===== config.mk =====
export PLATFORM = sky130hd
export DESIGN_NAME = pscs_pads
export DESIGN_NICKNAME = d
export VERILOG_FILES = /design/src/hdl/pscs_pkg.sv /design/src/hdl/pscs_coex_if.sv /design/src/hdl/pscs_coex.sv /design/src/hdl/pscs_pads.sv
export VERILOG_INCLUDE_DIRS = /design/src /design/src/hdl
export SDC_FILE = /design/constraint.sdc
export NUM_CORES = 1
export LEC_CHECK = 0
export BUFFER_PORTS_ARGS = -buffer_cell sky130_fd_sc_hd__buf_2
export CORE_AREA = 2 2 51 53
export DETAILED_ROUTE_END_ITERATION = 10
export DIE_AREA = 0 0 53 55
export GPL_ROUTABILITY_DRIVEN = 0
export PLACE_DENSITY = 0.7
export SLEW_MARGIN = 10
export SYNTH_ARGS = -nofsm -noshare
export SYNTH_HDL_FRONTEND = slang
export SYNTH_SLANG_ARGS = --single-unit

===== constraint.sdc =====
create_clock -name CLK_IN -period 1.65 [get_ports CLK_IN]
set_clock_uncertainty 0.1 [all_clocks]
set_input_delay 0.33 -clock CLK_IN [delete_from_list [all_inputs] [get_ports CLK_IN]]
set_output_delay 0.33 -clock CLK_IN [all_outputs]
set_load 0.01 [all_outputs]

===== src/hdl/pscs_regs.svh =====
// pad state constants for the pad state and coexistence block
`ifndef PSCS_REGS_SVH
`define PSCS_REGS_SVH
`define PSCS_CLK_PERIOD_NS 10
`define PSCS_CLK_STABLE_MS 2
`define PSCS_CLK_STABLE_CYC ((`PSCS_CLK_STABLE_MS * 1000000) / `PSCS_CLK_PERIOD_NS)
`define PSCS_PULL_NONE 2'h0
`define PSCS_PULL_UP 2'h1
`define PSCS_PULL_DOWN 2'h2
`endif


===== src/hdl/pscs_pkg.sv =====
// types for the pad state and coexistence block
package pscs_pkg;
	typedef enum logic [2:0] {
		PSCS_OFF = 3'h1,
		PSCS_DEFAULT = 3'h2,
		PSCS_RUN = 3'h4
	} pscs_state_t;
	typedef logic [1:0] pscs_pull_t;
endpackage


===== src/hdl/pscs_coex_if.sv =====
// interface carrying coexistence handshake signals
`timescale 1ns/10ps
`default_nettype none
interface pscs_coex_if;
	logic req;
	logic hi_pri;
	logic busy;
	logic tx_start;
	logic grant_tx;
	logic medium_request;
	logic high_priority;
	modport ctl (input req, hi_pri, busy, tx_start, output grant_tx, medium_request,
		high_priority);
	modport top (output req, hi_pri, busy, tx_start, input grant_tx, medium_request,
		high_priority);
endinterface
`default_nettype wire


===== src/hdl/pscs_coex.sv =====
// coexistence handshake: medium request, priority and busy gating
`timescale 1ns/10ps
`default_nettype none
module pscs_coex import pscs_pkg::*; (
	input wire logic clk, // clock
	input wire logic rst, // active-high reset
	input wire logic run, // pads released from power-on state
	pscs_coex_if.ctl cx // handshake group
);
	logic req_reg;
	logic pri_reg;
	logic grant_reg;
	// requests registered, priority only with request
	always_ff @(posedge clk or posedge rst) begin
		if (rst) begin
			req_reg <= 1'b0;
			pri_reg <= 1'b0;
			grant_reg <= 1'b0;
		end else begin
			req_reg <= run & cx.req;
			pri_reg <= run & cx.req & cx.hi_pri;
			grant_reg <= run & cx.tx_start & ~cx.busy;
		end
	end
	assign cx.medium_request = req_reg;
	assign cx.high_priority = pri_reg;
	assign cx.grant_tx = grant_reg;
endmodule // pscs_coex
`default_nettype wire


===== src/hdl/pscs_pads.sv =====
// pad direction, pull and level control for the radio controller pins
`timescale 1ns/10ps
`default_nettype none
`include "pscs_regs.svh"
// Contract
// - request reference clock whenever it is needed
// - power-down input low powers down device
// - medium request asserted for radio tx/rx
// - high priority only together with request
// - no new frame start while medium busy
// - bit clock output in master, input slave
// - frame sync output in master, input slave
// - power-on default pad states as tabulated
// - host wakeup output wakes the host
// - host wakeup off by default, then output
// - indicator enabled and driven after power-on
module pscs_pads import pscs_pkg::*; (
	input wire logic CLK_IN, // 100 MHz clock
	input wire logic RESET_IN, // async reset, high
	input wire logic POWER_DOWN_N_PIN_IN, // power-down pin, low = off
	input wire logic CLK_NEED_IN, // core needs reference clock
	input wire logic CFG_LOAD_IN, // configuration download applied
	input wire logic AUDIO_MASTER_IN, // audio master mode
	input wire logic HOST_WAKE_EN_IN, // host wakeup function enable
	input wire logic HOST_WAKE_REQ_IN, // wake the host
	input wire logic INDICATOR_IN, // indicator level when running
	input wire logic RADIO_REQ_IN, // radio wants medium
	input wire logic RADIO_HI_PRI_IN, // activity is high priority
	input wire logic TX_START_IN, // radio wants to start a frame
	input wire logic COEXIST_MEDIUM_BUSY_IN, // medium busy from wlan
	input wire logic DEVICE_WAKEUP_IN, // wakeup from host
	input wire logic AUD_BCLK_OUT_IN, // internal master bit clock
	input wire logic AUD_SYNC_OUT_IN, // internal master frame sync
	input wire logic AUD_DATA_IN, // internal audio serial out
	input wire logic SER_TX_IN, // internal serial transmit
	input wire logic SER_RTS_IN, // internal request to send
	input wire logic SPARE_IN, // internal spare pin level
	output logic CLK_REQ_OUT, // reference clock request
	output logic TX_GRANT_OUT, // frame start allowed
	output logic POWERED_DOWN_STATE_OUT, // device powered down
	output logic WAKE_PENDING_OUT, // device wakeup seen
	output logic RADIO_MEDIUM_REQUEST_OUT, // coexistence request pin
	output logic RADIO_HIGH_PRIORITY_OUT, // coexistence priority pin
	output logic RADIO_MEDIUM_REQUEST_OE_OUT, // request pin enable
	output logic RADIO_HIGH_PRIORITY_OE_OUT, // priority pin enable
	output logic BCLK_OUT, // audio bit clock level
	output logic BCLK_OE_OUT, // audio bit clock enable
	output logic SYNC_OUT, // audio sync level
	output logic SYNC_OE_OUT, // audio sync enable
	output logic AUD_SER_OUT, // audio serial out level
	output logic AUD_SER_OE_OUT, // audio serial out enable
	output logic SER_TX_OUT, // serial transmit level
	output logic SER_TX_OE_OUT, // serial transmit enable
	output logic SER_RTS_OUT, // request to send level
	output logic SER_RTS_OE_OUT, // request to send enable
	output logic SPARE_OUT, // spare pin level
	output logic SPARE_OE_OUT, // spare pin enable
	output logic HOST_WAKE_OUT, // host wakeup level
	output logic HOST_WAKE_OE_OUT, // host wakeup enable
	output logic ACTIVITY_INDICATOR_OUT, // indicator level
	output logic ACTIVITY_INDICATOR_OE_OUT, // indicator enable
	output logic [1:0] PULL_COEX_OUT, // busy, coex and spare pulls
	output logic [1:0] PULL_AUDIO_IN_OUT, // audio serial in pull
	output logic [1:0] PULL_SER_RX_OUT, // serial receive pull
	output logic [1:0] PULL_CTS_OUT, // clear to send pull
	output logic [1:0] PULL_WAKE_OUT, // both wake lines pull
	output logic [1:0] PULL_OUTS_OUT // pull of pads now inputs
);
	pscs_state_t state_reg, state_next;
	pscs_coex_if cx ();
	logic off;
	logic run;
	logic hw_en_reg;
	logic going_off;
	logic going_run;
	// power-down pin or reset forces off; cfg load leaves defaults
	assign off = ~POWER_DOWN_N_PIN_IN;
	// coex logic silenced on the edge the pin drops, not one later
	assign run = (state_reg == PSCS_RUN) & ~off;
	// state being entered, decoded once for the pad process
	assign going_off = (state_next == PSCS_OFF);
	assign going_run = (state_next == PSCS_RUN);
	always_comb begin
		state_next = state_reg;
		unique case (state_reg)
			PSCS_OFF: state_next = PSCS_DEFAULT;
			PSCS_DEFAULT: if (CFG_LOAD_IN) state_next = PSCS_RUN;
			PSCS_RUN: state_next = PSCS_RUN;
			default: state_next = PSCS_OFF;
		endcase
		if (off) state_next = PSCS_OFF;
	end
	always_ff @(posedge CLK_IN or posedge RESET_IN) begin
		if (RESET_IN) state_reg <= PSCS_OFF;
		else state_reg <= state_next;
	end
	// coexistence handshake module
	assign cx.req = RADIO_REQ_IN;
	assign cx.hi_pri = RADIO_HI_PRI_IN;
	assign cx.busy = COEXIST_MEDIUM_BUSY_IN;
	assign cx.tx_start = TX_START_IN;
	pscs_coex u_coex (
		.clk(CLK_IN),
		.rst(RESET_IN),
		.run(run),
		.cx(cx)
	);
	assign RADIO_MEDIUM_REQUEST_OUT = cx.medium_request;
	assign RADIO_HIGH_PRIORITY_OUT = cx.high_priority;
	assign TX_GRANT_OUT = cx.grant_tx;
	// pad drive, enables and pulls by state
	always_ff @(posedge CLK_IN or posedge RESET_IN) begin
		if (RESET_IN) begin
			hw_en_reg <= 1'b0;
			{BCLK_OUT, BCLK_OE_OUT, SYNC_OUT, SYNC_OE_OUT} <= 4'h0;
			{AUD_SER_OUT, AUD_SER_OE_OUT, SER_TX_OUT, SER_TX_OE_OUT} <= 4'h0;
			{SER_RTS_OUT, SER_RTS_OE_OUT, SPARE_OUT, SPARE_OE_OUT} <= 4'h0;
			{HOST_WAKE_OUT, HOST_WAKE_OE_OUT} <= 2'h0;
			{ACTIVITY_INDICATOR_OUT, ACTIVITY_INDICATOR_OE_OUT} <= 2'h0;
			{RADIO_MEDIUM_REQUEST_OE_OUT, RADIO_HIGH_PRIORITY_OE_OUT} <= 2'h0;
			CLK_REQ_OUT <= 1'b0;
			POWERED_DOWN_STATE_OUT <= 1'b1;
			WAKE_PENDING_OUT <= 1'b0;
			PULL_COEX_OUT <= `PSCS_PULL_DOWN;
			PULL_AUDIO_IN_OUT <= `PSCS_PULL_UP;
			PULL_SER_RX_OUT <= `PSCS_PULL_UP;
			PULL_CTS_OUT <= `PSCS_PULL_UP;
			PULL_WAKE_OUT <= `PSCS_PULL_UP;
			PULL_OUTS_OUT <= `PSCS_PULL_UP;
		end else if (going_off) begin
			// all pads input with power-down pulls
			hw_en_reg <= 1'b0;
			{BCLK_OE_OUT, SYNC_OE_OUT, AUD_SER_OE_OUT, SER_TX_OE_OUT} <= 4'h0;
			{SER_RTS_OE_OUT, SPARE_OE_OUT, HOST_WAKE_OE_OUT} <= 3'h0;
			{ACTIVITY_INDICATOR_OE_OUT, RADIO_MEDIUM_REQUEST_OE_OUT} <= 2'h0;
			RADIO_HIGH_PRIORITY_OE_OUT <= 1'b0;
			CLK_REQ_OUT <= 1'b0;
			POWERED_DOWN_STATE_OUT <= 1'b1;
			WAKE_PENDING_OUT <= 1'b0;
			PULL_COEX_OUT <= `PSCS_PULL_DOWN;
			PULL_AUDIO_IN_OUT <= `PSCS_PULL_UP;
			PULL_SER_RX_OUT <= `PSCS_PULL_UP;
			PULL_CTS_OUT <= `PSCS_PULL_UP;
			PULL_WAKE_OUT <= `PSCS_PULL_UP;
			PULL_OUTS_OUT <= `PSCS_PULL_UP;
		end else begin
			POWERED_DOWN_STATE_OUT <= 1'b0;
			CLK_REQ_OUT <= CLK_NEED_IN;
			WAKE_PENDING_OUT <= ~DEVICE_WAKEUP_IN;
			PULL_COEX_OUT <= `PSCS_PULL_DOWN;
			PULL_AUDIO_IN_OUT <= `PSCS_PULL_NONE;
			PULL_SER_RX_OUT <= `PSCS_PULL_NONE;
			PULL_CTS_OUT <= `PSCS_PULL_UP;
			PULL_WAKE_OUT <= `PSCS_PULL_UP;
			PULL_OUTS_OUT <= `PSCS_PULL_NONE;
			{RADIO_MEDIUM_REQUEST_OE_OUT, RADIO_HIGH_PRIORITY_OE_OUT} <= 2'h3;
			{ACTIVITY_INDICATOR_OE_OUT, SPARE_OE_OUT} <= 2'h3;
			{AUD_SER_OE_OUT, SER_TX_OE_OUT, SER_RTS_OE_OUT} <= 3'h7;
			if (going_run) begin
				hw_en_reg <= HOST_WAKE_EN_IN;
				HOST_WAKE_OE_OUT <= HOST_WAKE_EN_IN;
				HOST_WAKE_OUT <= HOST_WAKE_EN_IN & HOST_WAKE_REQ_IN;
				BCLK_OE_OUT <= AUDIO_MASTER_IN;
				BCLK_OUT <= AUDIO_MASTER_IN & AUD_BCLK_OUT_IN;
				SYNC_OE_OUT <= AUDIO_MASTER_IN;
				SYNC_OUT <= AUDIO_MASTER_IN & AUD_SYNC_OUT_IN;
				AUD_SER_OUT <= AUD_DATA_IN;
				SER_TX_OUT <= SER_TX_IN;
				SER_RTS_OUT <= SER_RTS_IN;
				SPARE_OUT <= SPARE_IN;
				ACTIVITY_INDICATOR_OUT <= INDICATOR_IN;
			end else begin
				// power-on defaults held until configured
				hw_en_reg <= 1'b0;
				{HOST_WAKE_OUT, HOST_WAKE_OE_OUT} <= 2'h0;
				{BCLK_OUT, BCLK_OE_OUT, SYNC_OUT, SYNC_OE_OUT} <= 4'h5;
				{AUD_SER_OUT, SER_TX_OUT, SER_RTS_OUT, SPARE_OUT} <= 4'h4;
				ACTIVITY_INDICATOR_OUT <= 1'b1;
			end
		end
	end
endmodule // pscs_pads
`default_nettype wire


==> results of run 1 <==
## through the flow
| stage | total power (W) | setup WS (ps) | area [sq um] | cells | util |
|---|---|---|---|---|---|
| after floorplan | 0.000859 | 214 | 941 | 83 | - |
| after global placement | 0.000898 | 172 | 1080 | 141 | 0.455 |
| after detailed placement | 0.000904 | 126 | 1080 | 141 | 0.455 |
| after CTS | 0.00119 | 105 | 1120 | 146 | 0.475 |
| after global routing | 0.00126 | 27.0 | 1120 | 146 | 0.475 |
| final | 0.00117 | 113 | 1120 | 146 | 0.475 |
## synth_stat cells
| cell | n | area share |
|---|---|---|
| nand3b_1 | 1 | 0.0082 |
| inv_1 | 6 | 0.025 |
| a21oi_4 | 1 | 0.018 |
| a22o_1 | 3 | 0.029 |
| nor3b_1 | 2 | 0.016 |
| nor2_1 | 1 | 0.0041 |
| inv_4 | 1 | 0.0068 |
| xor2_1 | 1 | 0.0096 |
| nor4bb_2 | 1 | 0.018 |
| a32o_1 | 1 | 0.011 |
| nor3_1 | 1 | 0.0055 |
| dfrtp_1 | 18 | 0.49 |
| conb_1 | 2 | 0.0082 |
| dfstp_2 | 2 | 0.057 |
| nor4b_1 | 1 | 0.0096 |
| a2bb2oi_2 | 2 | 0.033 |
| a32o_2 | 2 | 0.025 |
| nand2b_1 | 2 | 0.014 |
| a21oi_1 | 4 | 0.022 |
| nor2b_1 | 1 | 0.0068 |
| buf_2 | 1 | 0.0055 |
| buf_4 | 19 | 0.16 |
| and2_1 | 3 | 0.021 |
## power groups by stage
stage	Sequential [W]	Combinational [W]	Clock, W
finish	0.000587	0.000304	0.000278
CTS	0.000588	0.000309	0.000293
floorplan	0.000615	0.000245	0
detailed placement	0.000597	0.000308	0
global route	0.000600	0.000338	0.000317
global placement	0.000593	0.000305	0
## worst max path at each step
| stage | start | end | slack, ps |
|---|---|---|---|
| detailed placement | state_reg[0] | AUD_SER_OUT | 130 |
| finish | state_reg[0] | AUD_SER_OUT | 110 |
| global placement | state_reg[0] | SER_RTS_OUT | 170 |
| floorplan | state_reg[0] | AUD_SER_OUT | 210 |
| global route | state_reg[0] | AUD_SER_OUT | 30 |
| CTS | state_reg[0] | AUD_SER_OUT | 100 |
## kinds of logic (layout without fill, tap and decap cells)
kind of cell    count (synthesis)  after routing  share of synthesized area
other cells                     2              9                    0.00821
flops                          20             20                      0.550
compound gates                 13             13                      0.137
simple gates                   13             13                      0.103
xor+xnor                        1              1                    0.00958
buf+inv                        27             60                      0.193
## metal layers
metal	track usage	vias to the layer above
met5	0	-
met4	0.0769	0
met3	0.0242	3
met2	0.200	47
met1	0.128	299
li1	-	303
## worst reg2reg max path: stages, from the launching register on
cell and delay [ps]:
dfstp_2 570, nor4bb_2 370, a21oi_4 120, a22o_1 260
## final cells by class
class,instances,area share
clock buffers,4,0.0323
well taps,30,0.0334
inverters,7,0.0256
multi-input cells,36,0.233
flip-flops and latches,20,0.448
repair buffers,49,0.227
## timing repair
action | in CTS | in global routing
setup endpoints to repair | 0 | 0
hold endpoints to repair | 9 | 0
hold buffers | 1 | 0
==> results by group, run 1 <==
Run status
  – Outcome: finished, final reports clean

Clock tree
  – TritonCTS clock tree: yes
  – CTS Sinks: 20
  – Maximum buffer depth of the clock tree: 2
  – Cts bufs inserted: 3
  – Clk root buf: clkbuf_4
  – Worst skew pair latency: 300 ps
  – Clk pin slew, worst setup/hold paths: around 110 ps
  – H-tree level count: 1
  – Cts repair resizes: 0
  – Setup Buffers After CTS: 0

Worst setup path
  – Buffers plus inverters on the worst setup path: 0
  – CP Launch Type: flop
  – Reg2reg end: AUD_SER_OUT
  – Worst endpoint required time: between 1500 and 2000 ps
  – Cells on worst reg2reg path: 3
  – Worst-path cell chain: nor4bb_2 > a21oi_4 > a22o_1
  – Flop2flop setup slack: approximately 110 ps
  – Critical path arrival: approximately 1600 ps
  – CP Max Fanout: 10
  – RR Startpoint: state_reg[0]
  – WS Path Type: flop to flop
  – Max incr delay on CP: around 570 ps
  – CP top delay family: flip-flops
  – WP depth: 3
  – Critical path endpoint category: flop
  – CP max-delay cell: dfstp_2

STA
  – Max Clock Freq: roughly 650 MHz
  – Sum Neg Setup Slack: 0 ps
  – Unrepaired setup endpoints after global routing: no
  – Final Hold Viols: 0
  – Hold WS: approximately 70 ps
  – Max-slew violation count: 0
  – Final worst-path cycle share: 0.931
  – Final setup fails: 0
  – Min Tclk post-route: between 1500 and 2000 ps

Layout
  – Sequential cell area: about 500 sq um
  – Nets: approximately 140
  – Ant. Diodes: 0
  – Most frequent cells in the layout: 46 x buf_2, 18 x dfrtp_1, 9 x conb_1, 6 x inv_1, 4 x a21oi_1
  – Layout cells sized above 1: 0.526
  – Max reg flops: 3
  – Layout area overhead: 22.7%
  – Multi-input logic area: about 260 sq um
  – Commonest non-fill, non-tap cell in the layout: buf_2
  – Fillers: 227

Synthesis
  – Syn_area_per_cell: ~12 sq um
  – Synthesized instance count: 76
  – Mapped cell area: roughly 900 sq um
  – Flops & latches, synth: 20
  – Ys Warns: 0
  – Cell variety after synth: 23
  – Register area share after synthesis: 0.550

Placed design
  – # port buffers: 46
  – Final HPWL DP: between 1000 and 1500 um

Global route
  – Overall routing resource usage: 0.115
  – Initial antenna violation count: 0
  – First-pass GRT wire length: 2310 um
  – Vias in the first global route: ~550
  – Grt ovf: 0
  – Largest net degree at the start of global routing: 13

Pwr
  – Register share of total power: 0.502
  – Leak: between 0.6 and 0.7 nW
  – Pint: 0.000821 W
  – NetSw: ~0.00035 W
  – Clock Power Share: 0.238
  – Sw Ratio: 0.298
  – Comb pwr share: 0.260
  – Maximum VDD drop: slightly above 0.6 mV
  – PD cells: roughly 1000 mW/mm^2

Job
  – Max-cap viol count: 0

Worst hold path
  – WHS Path Cells: 2
  – Hold WC Path Type: primary input to flop
  – Hold Startpoint: DEVICE_WAKEUP_IN
  – Hold EP: WAKE_PENDING_OUT

Floorplanning
  – Core ar.: around 0.0024 sq mm
  – Die area: between 0.002 and 0.003 sq mm
  – IO Pins: 56
  – Row count: 18
  – Die height: ~55 um
  – Die Width: around 53 um
  – Initial core utilization: 0.387

Drt
  – Routed vias/inst: about 4.5
  – DRC Markers: 0
  – Drt pass-1 iters: 4
  – Drt total wl: 1500 um
  – Initial DRC Count: 4
  – Met2 wire len: roughly 700 um
  – Total number of vias: around 650
  – WL met3: ~180 um
  – Drt wl/cell: 10.2 um
  – Post-DRT Antenna Nets: 0
  – Uppermost layer routed: met4
  – Wire length on met1: ~580 um
Power figures use the tool's default switching activity.
==> run 2, diff against run 1 <==
--- a/config.mk
+++ b/config.mk
@@ -7,11 +7,13 @@
 export NUM_CORES = 1
 export LEC_CHECK = 0
 export BUFFER_PORTS_ARGS = -buffer_cell sky130_fd_sc_hd__buf_2
-export CORE_AREA = 2 2 51 53
+export CELL_PAD_IN_SITES_DETAIL_PLACEMENT = 0
+export CELL_PAD_IN_SITES_GLOBAL_PLACEMENT = 1
+export CORE_AREA = 2 2 59 61
 export DETAILED_ROUTE_END_ITERATION = 10
-export DIE_AREA = 0 0 53 55
+export DIE_AREA = 0 0 61 63
 export GPL_ROUTABILITY_DRIVEN = 0
-export PLACE_DENSITY = 0.7
+export PLACE_DENSITY = 0.71
 export SLEW_MARGIN = 10
 export SYNTH_ARGS = -nofsm -noshare
 export SYNTH_HDL_FRONTEND = slang
==> run 2 against run 1 <==
Effect of this change: sequential share of layout area is 0.40 points lower; final cell count is 11% higher; register-to-register slack better by 30 ps; clock power is 17% lower; via count is 2.3% lower; sequential power hardly changed; flip-flop and latch count stayed put; non-clock buffer count stayed put; combinational power hardly changed; routed wire length is 5.4% higher; critical path type unchanged.
==> results by group, run 2 (same netlist as run 1, synthesis figures left out) <==
Worst setup path
  – CP Launch Type: flop (unchanged)
  – WS Path Type: flop to flop (unchanged)
  – Flop2flop setup slack: 140 ps (was 110 ps)
  – CP Max Fanout: 10 (unchanged)
  – Worst endpoint required time: 1740 ps (was 1750 ps)
  – Critical path endpoint category: flop (unchanged)
  – Critical path arrival: 1600 ps (was 1630 ps)

Pwr
  – Register share of total power: 0.521 (was 0.502)
  – Maximum VDD drop: 0.388 mV (was 0.605 mV)
  – NetSw: 0.000345 W (was 0.000348 W)
  – PD cells: 993 mW/mm^2 (was 1040 mW/mm^2)
  – Sw Ratio: 0.306 (was 0.298)
  – Leak: 0.628 nW (was 0.634 nW)
  – Comb pwr share: 0.273 (was 0.260)
  – Pint: 0.000780 W (was 0.000821 W)
  – Clock Power Share: 0.205 (was 0.238)

Floorplanning
  – IO Pins: 56 (unchanged)
  – Initial core utilization: 0.283 (was 0.387)
  – Die area: 0.00384 sq mm (was 0.00292 sq mm)
  – Core ar.: 0.00323 sq mm (was 0.00236 sq mm)
  – Die height: 63 um (was 55 um)
  – Die Width: 61 um (was 53 um)
  – Row count: 21 (was 18)

Layout
  – Final Util: 0.350 (was 0.475)
  – Sequential cell area: 503 sq um (unchanged)
  – Layout cells sized above 1: 0.517 (was 0.526)
  – Cell Count, Final, Fillers Out: 162 (was 146)
  – Most frequent cells in the layout: 46 x buf_2, 18 x dfrtp_1, 9 x conb_1, 6 x inv_1, 4 x a21oi_1 (unchanged)
  – Layout area overhead: 23.8% (was 22.7%)
  – Fin area: 0.00113 sq mm (was 0.00112 sq mm)
  – Ant. Diodes: 0 (unchanged)
  – Fillers: 337 (was 227)
  – Max reg flops: 3 (unchanged)
  – Commonest non-fill, non-tap cell in the layout: buf_2 (unchanged)
  – Nets: 137 (unchanged)
  – Multi-input logic area: 262 sq um (unchanged)

STA
  – Max-slew violation count: 0 (unchanged)
  – Unrepaired setup endpoints after global routing: no (unchanged)
  – Final Hold Viols: 0 (unchanged)
  – Max Clock Freq: 662 MHz (was 651 MHz)
  – Sum Neg Setup Slack: 0 ps (unchanged)
  – Min Tclk post-route: 1510 ps (was 1540 ps)
  – Final setup fails: 0 (unchanged)
  – Hold WS: 81.7 ps (was 70.3 ps)
  – Final worst-path cycle share: 0.916 (was 0.931)

Global route
  – Vias in the first global route: 615 (was 545)
  – First-pass GRT wire length: 2690 um (was 2310 um)
  – Overall routing resource usage: 0.0903 (was 0.115)
  – Grt ovf: 0 (unchanged)
  – Largest net degree at the start of global routing: 21 (was 13)
  – Initial antenna violation count: 0 (unchanged)

Placed design
  – Final HPWL DP: 1210 um (about the same)
  – Placed inst area: 0.00110 sq mm (was 0.00108 sq mm)
  – # port buffers: 46 (unchanged)
  – Placed Instances: 157 (was 141)

Clock tree
  – TritonCTS clock tree: yes (unchanged)
  – CTS Sinks: 20 (unchanged)
  – Clk root buf: clkbuf_4 (unchanged)
  – H-tree level count: 1 (unchanged)
  – Setup Buffers After CTS: 0 (unchanged)
  – Worst skew pair latency: 290 ps (was 300 ps)
  – Hold Buf Count CTS: 1 (unchanged)
  – Maximum buffer depth of the clock tree: 2 (unchanged)
  – Cts repair resizes: 0 (unchanged)
  – Cts bufs inserted: 3 (unchanged)
  – Clk pin slew, worst setup/hold paths: 110 ps (about the same)

Drt
  – Drt wl/cell: 9.72 um (was 10.2 um)
  – Drt total wl: 1580 um (was 1500 um)
  – Routed vias/inst: 3.93 (was 4.47)
  – Total number of vias: 637 (was 652)
  – Post-DRT Antenna Nets: 0 (unchanged)
  – Initial DRC Count: 9 (was 4)
  – DRC Markers: 0 (unchanged)
  – Drt pass-1 iters: 2 (was 4)

Worst hold path
  – Hold WC Path Type: primary input to flop (unchanged)

Job
  – Max-cap viol count: 0 (unchanged)

Run status
  – Outcome: finished, final reports clean (unchanged)
[run 2: stage by stage]
step | setup WS [ps] | total power (W)
2_1_floorplan | 214 | 0.000859
3_3_place_gp | 170 | 0.000902
3_5_place_dp | 118 | 0.000908
4_1_cts | 123 | 0.00115
5_1_grt | 22.4 | 0.00121
6_report | 139 | 0.00112
[run 2: per-layer routing]
metal,vias to the layer above,part of all wire,track usage
li1,303,-,-
met1,299,0.41,0.120
met2,35,0.51,0.145
met5,-,0,0
met4,0,0,0.0326
met3,0,0.078,0.0145
[run 2: worst max-delay path, cell delays in order (launching register included)]
cell and delay (ps):
dfstp_2 570, nor4bb_2 360, a21oi_4 130, a22o_1 260
[run 2: power by group through the flow]
stage          Combinational, W  Sequential, W  Clock [W]
2_1_floorplan          0.000245       0.000615          0
3_3_place_gp           0.000308       0.000594          0
3_5_place_dp           0.000311       0.000597          0
4_1_cts                0.000313       0.000589   0.000247
5_1_grt                0.000342       0.000599   0.000269
6_report               0.000307       0.000586   0.000231
[run 2: final cells by class]
type,count,share of cell area
inverter,7,0.0254
multi-input combinational,36,0.231
tap,46,0.0508
sequential,20,0.444
clock buffer,4,0.0232
timing repair buffer,49,0.225
[run 2: worst paths after layout]
kind / from / depth (start not counted) / endpoint
hold / removal: DEVICE_WAKEUP_IN / 2 / WAKE_PENDING_OUT
hold reg to reg: BCLK_OUT / 1 / BCLK_OUT
min in group asynchronous: RESET_IN / 4 / CLK_REQ_OUT
setup reg to reg: state_reg[0] / 3 / SPARE_OUT
setup / recovery: state_reg[0] / 3 / SPARE_OUT
max in group asynchronous: RESET_IN / 4 / state_reg[0]
==> run 3, diff against run 2 <==
--- a/config.mk
+++ b/config.mk
@@ -12,7 +12,6 @@
 export CORE_AREA = 2 2 59 61
 export DETAILED_ROUTE_END_ITERATION = 10
 export DIE_AREA = 0 0 61 63
-export GPL_ROUTABILITY_DRIVEN = 0
 export PLACE_DENSITY = 0.71
 export SLEW_MARGIN = 10
 export SYNTH_ARGS = -nofsm -noshare
==> constraint.sdc (replaced) <==
create_clock -name CLK_IN -period 1.65 [get_ports CLK_IN]
set_clock_uncertainty 0.1 [all_clocks]
set_input_delay 0.0825 -clock CLK_IN [delete_from_list [all_inputs] [get_ports CLK_IN]]
set_output_delay 0.0825 -clock CLK_IN [all_outputs]
set_load 0.01 [all_outputs]
==> run 3 against run 2 <==
Effect of this change: design area rose by 18%; count of clock-buffer cells in the layout unchanged; die area is the same; hold slack better by 66 ps; critical endpoint is now u_coex.cx.medium_request.
==> results by group, run 3 (same netlist as run 1, synthesis figures left out) <==
Global route
  – First-pass GRT wire length: 3020 um (was 2690 um)
  – Largest net degree at the start of global routing: 21 (unchanged)
  – Vias in the first global route: 689 (was 615)
  – Grt ovf: 0 (unchanged)
  – Initial antenna violation count: 0 (unchanged)
  – Overall routing resource usage: 0.105 (was 0.0903)

Worst hold path
  – WHS Path Cells: 4 (was 2)
  – Hold Startpoint: CFG_LOAD_IN (was DEVICE_WAKEUP_IN)
  – Hold WC Path Type: primary input to flop (unchanged)
  – Hold EP: state_reg[2] (was WAKE_PENDING_OUT)

Worst setup path
  – Worst endpoint required time: 1790 ps (was 1740 ps)
  – Flop2flop setup slack: 80 ps (was 140 ps)
  – Reg2reg end: u_coex.cx.medium_request (was SPARE_OUT)
  – CP max-delay cell: dlygate4sd3_1 (was dfstp_2)
  – Critical path endpoint category: flop (unchanged)
  – Cells on worst reg2reg path: 3 (unchanged)
  – Worst-path cell chain: nand2b_1 > nor3_1 > dlygate4sd3_1 (was nor4bb_2 > a21oi_4 > a22o_1)
  – Critical path arrival: 1710 ps (was 1600 ps)
  – CP Max Fanout: 6 (was 10)
  – Max incr delay on CP: 570 ps (about the same)
  – WS Path Type: flop to flop (unchanged)
  – RR Startpoint: state_reg[1] (was state_reg[0])
  – CP Launch Type: flop (unchanged)

Layout
  – Most frequent cells in the layout: 46 x buf_2, 20 x dlygate4sd3_1, 17 x dfrtp_1, 9 x conb_1, 6 x inv_1 (was 46 x buf_2, 18 x dfrtp_1, 9 x conb_1, 6 x inv_1, 4 x a21oi_1)
  – Final Util: 0.412 (was 0.350)
  – Ant. Diodes: 0 (unchanged)
  – Max reg flops: 3 (unchanged)
  – Fin area: 0.00133 sq mm (was 0.00113 sq mm)
  – Nets: 155 (was 137)
  – Commonest non-fill, non-tap cell in the layout: buf_2 (unchanged)
  – Layout area overhead: 45.6% (was 23.8%)
  – Layout cells sized above 1: 0.463 (was 0.517)
  – Fillers: 306 (was 337)

Placed design
  – # port buffers: 46 (unchanged)
  – Placed inst area: 0.00109 sq mm (was 0.00110 sq mm)
  – Routability cong.: between 0.6 and 0.7
  – Final HPWL DP: 1190 um (was 1210 um)

Floorplanning
  – Core ar.: 0.00323 sq mm (unchanged)
  – Die height: 63 um (unchanged)
  – IO Pins: 56 (unchanged)
  – Initial core utilization: 0.283 (unchanged)
  – Die Width: 61 um (unchanged)
  – Die area: 0.00384 sq mm (unchanged)
  – Row count: 21 (unchanged)

STA
  – Max Clock Freq: 637 MHz (was 662 MHz)
  – Max-slew violation count: 0 (unchanged)
  – Hold WS: 148 ps (was 81.7 ps)
  – Slew margin rel.: 0.522
  – Min Tclk post-route: 1570 ps (was 1510 ps)
  – Sum Neg Setup Slack: 0 ps (unchanged)
  – Unrepaired setup endpoints after global routing: no (unchanged)
  – Final setup fails: 0 (unchanged)
  – Worst Max-Slew Pin Slew: roughly 720 ps
  – Final Hold Viols: 0 (unchanged)
  – Final worst-path cycle share: 0.951 (was 0.916)

Pwr
  – Leak: 0.713 nW (was 0.628 nW)
  – PD cells: 908 mW/mm^2 (was 993 mW/mm^2)
  – Maximum VDD drop: 0.410 mV (was 0.388 mV)

Clock tree
  – Setup Buffers After CTS: 0 (unchanged)
  – TritonCTS clock tree: yes (unchanged)
  – Cts bufs inserted: 3 (unchanged)
  – Maximum buffer depth of the clock tree: 2 (unchanged)
  – CTS Sinks: 20 (unchanged)
  – Clk root buf: clkbuf_4 (unchanged)
  – Worst skew pair latency: 290 ps (about the same)
  – H-tree level count: 1 (unchanged)
  – Clk pin slew, worst setup/hold paths: 110 ps (about the same)

Drt
  – Total number of vias: 712 (was 637)
  – Drt wl/cell: 10.1 um (was 9.72 um)
  – Routed vias/inst: 3.96 (was 3.93)
  – Post-DRT Antenna Nets: 0 (unchanged)
  – Drt total wl: 1820 um (was 1580 um)
  – Drt pass-1 iters: 2 (unchanged)
  – Initial DRC Count: 4 (was 9)
  – DRC Markers: 0 (unchanged)

Job
  – Max-cap viol count: 0 (unchanged)

Run status
  – Outcome: finished, final reports clean (unchanged)
## run 3: changes by cell type in the layout (fill, tap and decap cells not counted), sizes merged
cell,before,now
buf,48,47
dlygate4sd3,1,20
## run 3: critical path, delay by kind of cell (launching register included)
kind	cells	cell delay, ps
flip-flops	1	460
buffers and inverters	1	570
AND/OR/NAND/NOR	2	390
## run 3: how the worst max path moves through the flow
stage                       from                  endpoint  slack (ps)
floorplan           state_reg[0]               AUD_SER_OUT         210
global placement    state_reg[0]               AUD_SER_OUT         170
detailed placement  state_reg[0]               AUD_SER_OUT         110
CTS                 state_reg[1]              state_reg[1]          40
global route        state_reg[1]  u_coex.cx.medium_request           5
finish              state_reg[1]  u_coex.cx.medium_request          80
## run 3: routing by layer
| metal | global-route usage | routed length [um] |
|---|---|---|
| met5 | 0 | 0 |
| met4 | 0.0489 | 19 |
| met3 | 0.0290 | 109 |
| met2 | 0.173 | 1010 |
| met1 | 0.122 | 684 |
## run 3: timing repair
action,4_1_cts,5_1_grt
setup endpoints to repair,0,2
resized for setup,0,2
hold endpoints to repair,34,0
hold buffers,20,0
## run 3: metrics by stage
stage	instances	setup WS, ps	total power (W)
finish	180	81.1	0.00121
global route	180	5.15	0.00129
CTS	180	43.5	0.00123
detailed placement	156	113	0.000904
global placement	156	170	0.000900
floorplan	83	214	0.000859
## run 3: final cells by class
cell class              instances  area (sq um)  share of cell area
well taps                      46          57.6              0.0432
flip-flops and latches         20           504               0.379
inverters                       7          28.8              0.0216
repair buffers                 67           438               0.329
multi-input cells              36           267               0.200
clock buffers                   4          36.3              0.0273
## run 3: report_power, final
group	internal, W	total, W	switching (W)
registers	0.000549	0.000588	0.0000398
clock network	0.000134	0.000276	0.000142
logic	0.000170	0.000345	0.000175
total	0.000853	0.00121	0.000356
